===== config.mk =====
export PLATFORM = sky130hd
export DESIGN_NAME = jtfl_top
export DESIGN_NICKNAME = d
export VERILOG_FILES = /design/src/jtfl_pkg.sv /design/src/jtfl_top.sv
export VERILOG_INCLUDE_DIRS = /design/src
export SDC_FILE = /design/constraint.sdc
export NUM_CORES = 1
export LEC_CHECK = 0
export BUFFER_PORTS_ARGS = -buffer_cell sky130_fd_sc_hd__buf_2
export CAP_MARGIN = 10
export CORE_MARGIN = 2
export CORE_UTILIZATION = 40
export DETAILED_ROUTE_END_ITERATION = 8
export GPL_TIMING_DRIVEN = 0
export PLACE_DENSITY = 0.6
export SLEW_MARGIN = 10
export SYNTH_ARGS = -nofsm -noshare
export SYNTH_HDL_FRONTEND = slang
export SYNTH_SLANG_ARGS = --single-unit

===== constraint.sdc =====
create_clock -name clock_i -period 3.4 [get_ports clock_i]
set_clock_uncertainty 0.2 [all_clocks]
set_input_delay 0.68 -clock clock_i [delete_from_list [all_inputs] [get_ports clock_i]]
set_output_delay 0.68 -clock clock_i [all_outputs]
set_load 0.01 [all_outputs]

===== src/jtfl_map.svh =====
// constants for the test access port and output float block
// ----------------------------------------------------------------------
// Overview of operation
// - tms and tdi are sampled on every rising edge of the test clock.
// - data shifts out on tdo, which changes only on falling test clock.
// - tdo stays undriven except while register data is shifting.
// - with the test reset high the scan system controls the device.
// - test reset low or open: normal mode, test pins ignored.
// - test reset high: emulator pins are events, direction set by scan.
// - test reset low, float pin low: every driver, tdo too, floats.
// ----------------------------------------------------------------------
`ifndef JTFL_MAP_SVH
`define JTFL_MAP_SVH
`define JTFL_IR_W 4
`define JTFL_IR_RST 4'h1
`define JTFL_IR_BYPASS 4'hf
`define JTFL_IR_EMUCTL 4'h8
`define JTFL_EMU_W 4
`define JTFL_EMU_RST 4'h0
`define JTFL_FUNC_W 8
// synchronisers leave reset at the pins' pull levels: emulator pins, tdi
// and tms high, test reset and test clock low, so no false float follows
`define JTFL_SYNC_RST 6'h36
`endif


===== src/jtfl_pkg.sv =====
// types for the test access port and output float block
package jtfl_pkg;
  typedef enum logic [3:0] {
    TLR, RTI, SDS, CDR, SHDR, E1DR, PDR, E2DR, UDR,
    SIS, CIR, SHIR, E1IR, PIR, E2IR, UIR
  } jtfl_tap_e;
  // emulator pin control: output enables and output levels
  typedef struct packed {
    logic a_oe;
    logic b_oe;
    logic a_out;
    logic b_out;
  } jtfl_emu_s;
endpackage


===== src/jtfl_top.sv =====
// tap pin logic, emulator pins and global output float
`timescale 1ns/1ns
`include "jtfl_map.svh"
module jtfl_top (
  input wire logic clock_i,
  input wire logic rst_b_i,
  input wire logic tck_i,
  input wire logic tms_i,
  input wire logic tdi_i,
  input wire logic trst_i,
  input wire logic emu_a_i,
  input wire logic emu_b_i,
  input wire logic [`JTFL_FUNC_W-1:0] func_out_i,
  output logic tdo_o,
  output logic tdo_oe_o,
  output logic emu_a_o,
  output logic emu_a_oe_o,
  output logic emu_b_o,
  output logic emu_b_oe_o,
  output logic [`JTFL_FUNC_W-1:0] func_out_o,
  output logic func_oe_o,
  output logic scan_mode_o,
  output logic emu_a_evt_o,
  output logic emu_b_evt_o
);
  // ----------------------------------------------------------------------
  // pin synchronisers
  // ----------------------------------------------------------------------
  logic [5:0] s1_q;
  logic [5:0] s2_q;
  logic tck_d1_q;
  always_ff @(posedge clock_i or negedge rst_b_i)
  begin
    if (!rst_b_i)
    begin
      s1_q <= `JTFL_SYNC_RST;
      s2_q <= `JTFL_SYNC_RST;
      tck_d1_q <= 1'b0;
    end
    else
    begin
      s1_q <= {emu_b_i, emu_a_i, trst_i, tdi_i, tms_i, tck_i};
      s2_q <= s1_q;
      tck_d1_q <= s2_q[0];
    end
  end
  logic tck_s, tms_s, tdi_s, trst_s, emu_a_s, emu_b_s;
  assign {emu_b_s, emu_a_s, trst_s, tdi_s, tms_s, tck_s} = s2_q;
  logic scan_en;
  assign scan_en = trst_s;
  logic tck_rise, tck_fall;
  assign tck_rise = scan_en && tck_s && !tck_d1_q;
  assign tck_fall = scan_en && !tck_s && tck_d1_q;
  // ----------------------------------------------------------------------
  // tap controller
  // ----------------------------------------------------------------------
  function automatic jtfl_pkg::jtfl_tap_e next_st(
    input jtfl_pkg::jtfl_tap_e s, input logic m);
    case (s)
      jtfl_pkg::TLR: next_st = m ? jtfl_pkg::TLR : jtfl_pkg::RTI;
      jtfl_pkg::RTI: next_st = m ? jtfl_pkg::SDS : jtfl_pkg::RTI;
      jtfl_pkg::SDS: next_st = m ? jtfl_pkg::SIS : jtfl_pkg::CDR;
      jtfl_pkg::CDR: next_st = m ? jtfl_pkg::E1DR : jtfl_pkg::SHDR;
      jtfl_pkg::SHDR: next_st = m ? jtfl_pkg::E1DR : jtfl_pkg::SHDR;
      jtfl_pkg::E1DR: next_st = m ? jtfl_pkg::UDR : jtfl_pkg::PDR;
      jtfl_pkg::PDR: next_st = m ? jtfl_pkg::E2DR : jtfl_pkg::PDR;
      jtfl_pkg::E2DR: next_st = m ? jtfl_pkg::UDR : jtfl_pkg::SHDR;
      jtfl_pkg::UDR: next_st = m ? jtfl_pkg::SDS : jtfl_pkg::RTI;
      jtfl_pkg::SIS: next_st = m ? jtfl_pkg::TLR : jtfl_pkg::CIR;
      jtfl_pkg::CIR: next_st = m ? jtfl_pkg::E1IR : jtfl_pkg::SHIR;
      jtfl_pkg::SHIR: next_st = m ? jtfl_pkg::E1IR : jtfl_pkg::SHIR;
      jtfl_pkg::E1IR: next_st = m ? jtfl_pkg::UIR : jtfl_pkg::PIR;
      jtfl_pkg::PIR: next_st = m ? jtfl_pkg::E2IR : jtfl_pkg::PIR;
      jtfl_pkg::E2IR: next_st = m ? jtfl_pkg::UIR : jtfl_pkg::SHIR;
      jtfl_pkg::UIR: next_st = m ? jtfl_pkg::SDS : jtfl_pkg::RTI;
      default: next_st = jtfl_pkg::TLR;
    endcase
  endfunction
  jtfl_pkg::jtfl_tap_e st_q;
  // walk the state machine; held in reset while scan is off
  always_ff @(posedge clock_i or negedge rst_b_i)
  begin
    if (!rst_b_i)
      st_q <= jtfl_pkg::TLR;
    else if (!scan_en)
      st_q <= jtfl_pkg::TLR;
    else if (tck_rise)
      st_q <= next_st(st_q, tms_s);
  end
  // ----------------------------------------------------------------------
  // instruction and data registers
  // ----------------------------------------------------------------------
  logic [`JTFL_IR_W-1:0] ir_sh_q, ir_q;
  logic [`JTFL_EMU_W-1:0] dr_sh_q, emu_ctl_q;
  logic byp_q;
  logic sel_emu;
  assign sel_emu = (ir_q == `JTFL_IR_EMUCTL);
  // capture, shift and update on rising test clock edges
  always_ff @(posedge clock_i or negedge rst_b_i)
  begin
    if (!rst_b_i)
    begin
      ir_sh_q <= `JTFL_IR_RST;
      ir_q <= `JTFL_IR_RST;
      dr_sh_q <= `JTFL_EMU_RST;
      emu_ctl_q <= `JTFL_EMU_RST;
      byp_q <= 1'b0;
    end
    else if (!scan_en || (tck_rise && st_q == jtfl_pkg::TLR))
    begin
      ir_q <= `JTFL_IR_RST;
      emu_ctl_q <= `JTFL_EMU_RST;
    end
    else if (tck_rise)
    begin
      case (st_q)
        jtfl_pkg::CIR: ir_sh_q <= `JTFL_IR_RST;
        jtfl_pkg::SHIR: ir_sh_q <= {tdi_s, ir_sh_q[`JTFL_IR_W-1:1]};
        jtfl_pkg::UIR: ir_q <= ir_sh_q;
        jtfl_pkg::CDR:
        begin
          dr_sh_q <= emu_ctl_q;
          byp_q <= 1'b0;
        end
        jtfl_pkg::SHDR:
        begin
          if (sel_emu)
            dr_sh_q <= {tdi_s, dr_sh_q[`JTFL_EMU_W-1:1]};
          else
            byp_q <= tdi_s;
        end
        jtfl_pkg::UDR: if (sel_emu) emu_ctl_q <= dr_sh_q;
        default: ;
      endcase
    end
  end
  // ----------------------------------------------------------------------
  // output float and pin drivers
  // ----------------------------------------------------------------------
  logic float_c;
  assign float_c = !trst_s && !emu_b_s;
  logic shifting;
  assign shifting = (st_q == jtfl_pkg::SHDR) || (st_q == jtfl_pkg::SHIR);
  // tdo changes only on falling test clock edges
  always_ff @(posedge clock_i or negedge rst_b_i)
  begin
    if (!rst_b_i)
    begin
      tdo_o <= 1'b0;
      tdo_oe_o <= 1'b0;
    end
    else if (float_c || !scan_en)
      tdo_oe_o <= 1'b0;
    else if (tck_fall)
    begin
      tdo_oe_o <= shifting;
      if (st_q == jtfl_pkg::SHIR)
        tdo_o <= ir_sh_q[0];
      else if (sel_emu)
        tdo_o <= dr_sh_q[0];
      else
        tdo_o <= byp_q;
    end
  end
  jtfl_pkg::jtfl_emu_s emu_c;
  assign emu_c = emu_ctl_q;
  // emulator pins act as event lines only in scan mode
  always_ff @(posedge clock_i or negedge rst_b_i)
  begin
    if (!rst_b_i)
    begin
      emu_a_o <= 1'b0;
      emu_a_oe_o <= 1'b0;
      emu_b_o <= 1'b0;
      emu_b_oe_o <= 1'b0;
      emu_a_evt_o <= 1'b0;
      emu_b_evt_o <= 1'b0;
    end
    else
    begin
      emu_a_o <= emu_c.a_out;
      emu_b_o <= emu_c.b_out;
      emu_a_oe_o <= scan_en && emu_c.a_oe;
      emu_b_oe_o <= scan_en && emu_c.b_oe;
      emu_a_evt_o <= scan_en && !emu_c.a_oe && emu_a_s;
      emu_b_evt_o <= scan_en && !emu_c.b_oe && emu_b_s;
    end
  end
  // functional outputs pass through unless floated
  always_ff @(posedge clock_i or negedge rst_b_i)
  begin
    if (!rst_b_i)
    begin
      func_out_o <= '0;
      func_oe_o <= 1'b0;
      scan_mode_o <= 1'b0;
    end
    else
    begin
      func_out_o <= func_out_i;
      func_oe_o <= !float_c;
      scan_mode_o <= scan_en;
    end
  end
  // ----------------------------------------------------------------------
  // assertions
  // ----------------------------------------------------------------------
  float_kills_oe_a: assert property (@(posedge clock_i) disable iff (!rst_b_i)
    float_c |=> !func_oe_o && !tdo_oe_o)
    else $error("outputs driven during float");
  tdo_fall_only_a: assert property (@(posedge clock_i) disable iff (!rst_b_i)
    !tck_fall |=> $stable(tdo_o))
    else $error("tdo changed off a falling edge");
  // enable may only turn on from a shift state and must drop on the
  // first falling test clock seen outside one
  tdo_idle_z_a: assert property (@(posedge clock_i) disable iff (!rst_b_i)
    $rose(tdo_oe_o) |-> $past(shifting))
    else $error("tdo enabled outside shift");
  tdo_oe_drop_a: assert property (@(posedge clock_i) disable iff (!rst_b_i)
    (tck_fall && !shifting) |=> !tdo_oe_o)
    else $error("tdo kept driven after shift");
  func_ignore_a: assert property (@(posedge clock_i) disable iff (!rst_b_i)
    !scan_en |=> st_q == jtfl_pkg::TLR && !tdo_oe_o)
    else $error("tap active with test reset low");
  scan_mode_a: assert property (@(posedge clock_i) disable iff (!rst_b_i)
    scan_en |=> scan_mode_o)
    else $error("scan mode not shown");
  tms_reset_a: assert property (@(posedge clock_i) disable iff (!rst_b_i)
    (tck_rise && tms_s && st_q == jtfl_pkg::SIS && scan_en)
    |=> st_q == jtfl_pkg::TLR)
    else $error("tap failed to reach reset");
  tdi_sample_a: assert property (@(posedge clock_i) disable iff (!rst_b_i)
    (tck_rise && st_q == jtfl_pkg::SHIR && scan_en)
    |=> ir_sh_q[`JTFL_IR_W-1] == $past(tdi_s))
    else $error("tdi not sampled");
  emu_dir_a: assert property (@(posedge clock_i) disable iff (!rst_b_i)
    !scan_en |=> !emu_a_oe_o && !emu_b_oe_o)
    else $error("emulator pin driven outside scan");
  float_cov_c: cover property (@(posedge clock_i) float_c ##1 !func_oe_o);
  shift_cov_c: cover property (@(posedge clock_i) tdo_oe_o);
  emu_cov_c: cover property (@(posedge clock_i) emu_a_oe_o);
endmodule


==> run summary <==
SETUP PATH
----------------------------------------------------------------------------------
Peak fanout along the critical path                                             10
Capturing point of the worst reg2reg path                               dr_sh_q[2]
Endpoint required time on the critical path                                3.39 ns
Kind of end point of the critical path                                        flop
Startpoint types                                                              flop
Depth of the worst register-to-register path                                     4
Arrival time reported for the critical path endpoint                       2.09 ns
Critical R2R Launch                                                        st_q[1]
Critical path class                                                     reg -> reg
Flop-to-flop setup slack                                                   1.31 ns

CLOCKING
----------------------------------------------------------------------------------
Post-CTS Hold Buffers                                                            0
Cell chosen for the clock root                                        sky130_fd_sc_hd__clkbuf_8
Total CTS buffers                                                                5
Clock transition at the registers of the reported paths                    0.09 ns
Clock Tree Buf Depth                                                             2
Post-CTS Setup Inserts                                                           0
Number of clock sinks                                                           52
Worst-Skew Late Latency                                                    0.30 ns
Resized cells post-CTS                                                           0
TritonCTS clock tree                                                          done
Number of H-tree levels                                                          2

RUN STATUS
----------------------------------------------------------------------------------
Run status                                                            finished, final reports clean

DRT
----------------------------------------------------------------------------------
Vias post-DR                                                                  1402
DRC violations left                                                              0
Detailed router's first-iteration violation count                               87
Detailed-router iteration count before antenna repair                            4
Number of antenna-violating nets in the routed design                            0
Via density per instance                                                     4.902
Detailed-route wire length                                                 3889 um
WL/cell                                                                   13.60 um

LAYOUT
----------------------------------------------------------------------------------
Area taken by multi-input logic gates                                   745.7 um^2
Share of final-layout standard cells stronger than drive strength 1         33.80%
Layout net count                                                               231
End-of-flow core utilization                                                49.10%
Reg area                                                                 1314 um^2
Area Growth Syn to Fin                                                      17.82%
Antenna fix cells                                                                0
Fill cells                                                                     497

FLOORPLAN
----------------------------------------------------------------------------------
Vertical extent of the die                                                77.18 um
Die width                                                                 77.18 um
Number of top-level pins                                                        34
Starting density of the core                                                41.67%
Cell row count                                                                  26
Core Box Area                                                            5140 um^2
Die ar.                                                                  5957 um^2

STA
----------------------------------------------------------------------------------
Number of max-slew violations in the final report                                0
Relative slew slack                                                         55.14%
Slew @ Worst Pin                                                         0.6678 ns
Timing-limited maximum frequency                                        0.4776 GHz
Final TNS setup                                                               0 ns
Final worst path period share                                               61.58%
Final hold vios                                                                  0
Final min period                                                          2.094 ns
RSZ-0062 raised after global routing                                            no
Number of setup violations in the final report                                   0

YOSYS
----------------------------------------------------------------------------------
Yosys warning total                                                              0
Area share of the largest cell type after synthesis                         49.07%
Leading cell type by number of instances after synthesis              sky130_fd_sc_hd__dfrtp_1
Synth Register Bits                                                             52
Cells taking the most area after synthesis                            sky130_fd_sc_hd__dfrtp_1, sky130_fd_sc_hd__dfstp_2, sky130_fd_sc_hd__mux2i_1
Post-synthesis instance total                                                  175
Most used DFF post-synth                                              sky130_fd_sc_hd__dfrtp_1
Mapped Nets                                                                    191
Post-synth EDFFs                                                                 0
Cell area after synthesis                                                2142 um^2
Fraction of registers with async set or reset after synthesis               100.0%
Most frequent cells after synthesis                                   sky130_fd_sc_hd__dfrtp_1, sky130_fd_sc_hd__nand2_1, sky130_fd_sc_hd__dfstp_2
Count of unique library cells instantiated by Yosys                             43
Sequential-to-total area share from yosys stat                              61.33%
Synthesized area per cell                                               12.24 um^2
Cell taking the most area after synthesis                             sky130_fd_sc_hd__dfrtp_1

PWR
----------------------------------------------------------------------------------
Power density over cell area                                          460.5 nW/um^2
Peak supply drop                                                       0.0003139 V
Leakage dissipation                                                       1.147 nW

HOLD PATH
----------------------------------------------------------------------------------
Type of the worst min-delay path                                        reg -> reg
Startpoint of the tightest hold check path                                 s1_q[1]
Worst-case hold path end point                                             s2_q[1]
Hold Path Stages                                                                 0

PLACEMENT
----------------------------------------------------------------------------------
Estimated wirelength of the detail-placed design                           2688 um
Routability congestion estimate                                             0.7961
Number of port buffers                                                          33

GLOBAL ROUTING
----------------------------------------------------------------------------------
Initial antenna violation count                                                  0
Aggregate global routing overflow                                                0
Wire length of the first global-routing pass                               6693 um
Total global routing track utilization                                      14.44%
Via count of the first global-routing pass                                    1377
Maximum number of pins on one net before global-route repair                    53

JOB
----------------------------------------------------------------------------------
Reported max-cap violation count                                                 0

per-stage QoR:
step                cells  worst slack, ns  hold WS (ns)  total power [mW]  cell area, um^2
floorplan             175            1.514        0.1312            0.6871             2142
global placement      278            1.339        0.1330            0.7215             2395
detailed placement    278            1.327        0.1452            0.7230             2395
CTS                   286            1.316        0.1608             1.180             2521
global route          286            1.181        0.1621             1.213             2524
finish                286            1.306        0.1588             1.162             2524
how the worst max path moves through the flow:
stage / start / endpoint
6_report: st_q[1] / dr_sh_q[2]
5_1_grt: st_q[1] / dr_sh_q[3]
4_1_cts: st_q[1] / dr_sh_q[3]
3_5_place_dp: st_q[1] / dr_sh_q[2]
3_3_place_gp: st_q[1] / dr_sh_q[2]
2_1_floorplan: st_q[1] / dr_sh_q[0]
cell type report:
cell class              count  share of cell area (%)
flip-flops and latches     52                   52.06
multi-input cells         105                   29.55
repair buffers             33                   6.644
clock buffers               7                   3.818
well taps                  70                   3.471
plain buffers               9                   1.934
inverters                   9                   1.339
clock inverters             1                   1.190
cells by family after synthesis:
kind of cell | after synthesis | share of synthesized area [%]
AND/OR/NAND/NOR | 60 | 17.11
flip-flops | 52 | 61.33
AO/OA/AOI/OAI | 26 | 8.294
multiplexers | 18 | 8.995
buffers and inverters | 18 | 3.854
XOR/XNOR | 1 | 0.4090
worst max-delay path: stages, from the launching register on:
cell and delay (ns):
sky130_fd_sc_hd__dfrtp_1 0.38, sky130_fd_sc_hd__buf_2 0.20, sky130_fd_sc_hd__nor4b_4 0.52, sky130_fd_sc_hd__mux2_2 0.40
sky130_fd_sc_hd__mux2_1 0.28
layer usage:
metal  share of wire, %  vias up  global-route usage (%)
met5                  0        -                       0
li1                   -      683                       -
met2                 46       32                   20.43
met3                4.1        5                   5.412
met4                1.2        0                   5.357
met1                 49      682                   20.15
cells in the final DEF (no fill, tap or decap), types with 5 or more instances in the layout:
cell / n
sky130_fd_sc_hd__o21ai_0: 5
sky130_fd_sc_hd__nand2_1: 21
sky130_fd_sc_hd__a21oi_1: 5
sky130_fd_sc_hd__nor2_1: 8
sky130_fd_sc_hd__nor3_1: 5
sky130_fd_sc_hd__mux2i_1: 8
sky130_fd_sc_hd__dfstp_2: 10
sky130_fd_sc_hd__mux2_2: 6
sky130_fd_sc_hd__buf_2: 37
sky130_fd_sc_hd__clkbuf_8: 7
sky130_fd_sc_hd__dfrtp_1: 42
sky130_fd_sc_hd__inv_1: 9
registers in the layout (all words and copies together), names as in the netlist:
| register | cells |
|---|---|
| byp_q | 1 |
| dr_sh_q | 4 |
| emu_a_evt_o | 1 |
| emu_a_o | 1 |
| emu_a_oe_o | 1 |
| emu_b_evt_o | 1 |
| emu_b_o | 1 |
| emu_b_oe_o | 1 |
| emu_c | 4 |
| func_oe_o | 1 |
| func_out_o | 8 |
| ir_q | 4 |
| ir_sh_q | 4 |
| s1_q | 6 |
| s2_q | 6 |
| scan_mode_o | 1 |
| st_q | 4 |
| tck_d1_q | 1 |
| tdo_o | 1 |
| tdo_oe_o | 1 |
power breakdown:
| group | internal, mW | total (mW) | switching (mW) |
|---|---|---|---|
| logic | 0.0239 | 0.0648 | 0.0409 |
| registers | 0.639 | 0.644 | 0.00563 |
| clock network | 0.260 | 0.453 | 0.193 |
No activity file was read; power rests on OpenSTA's default activity.
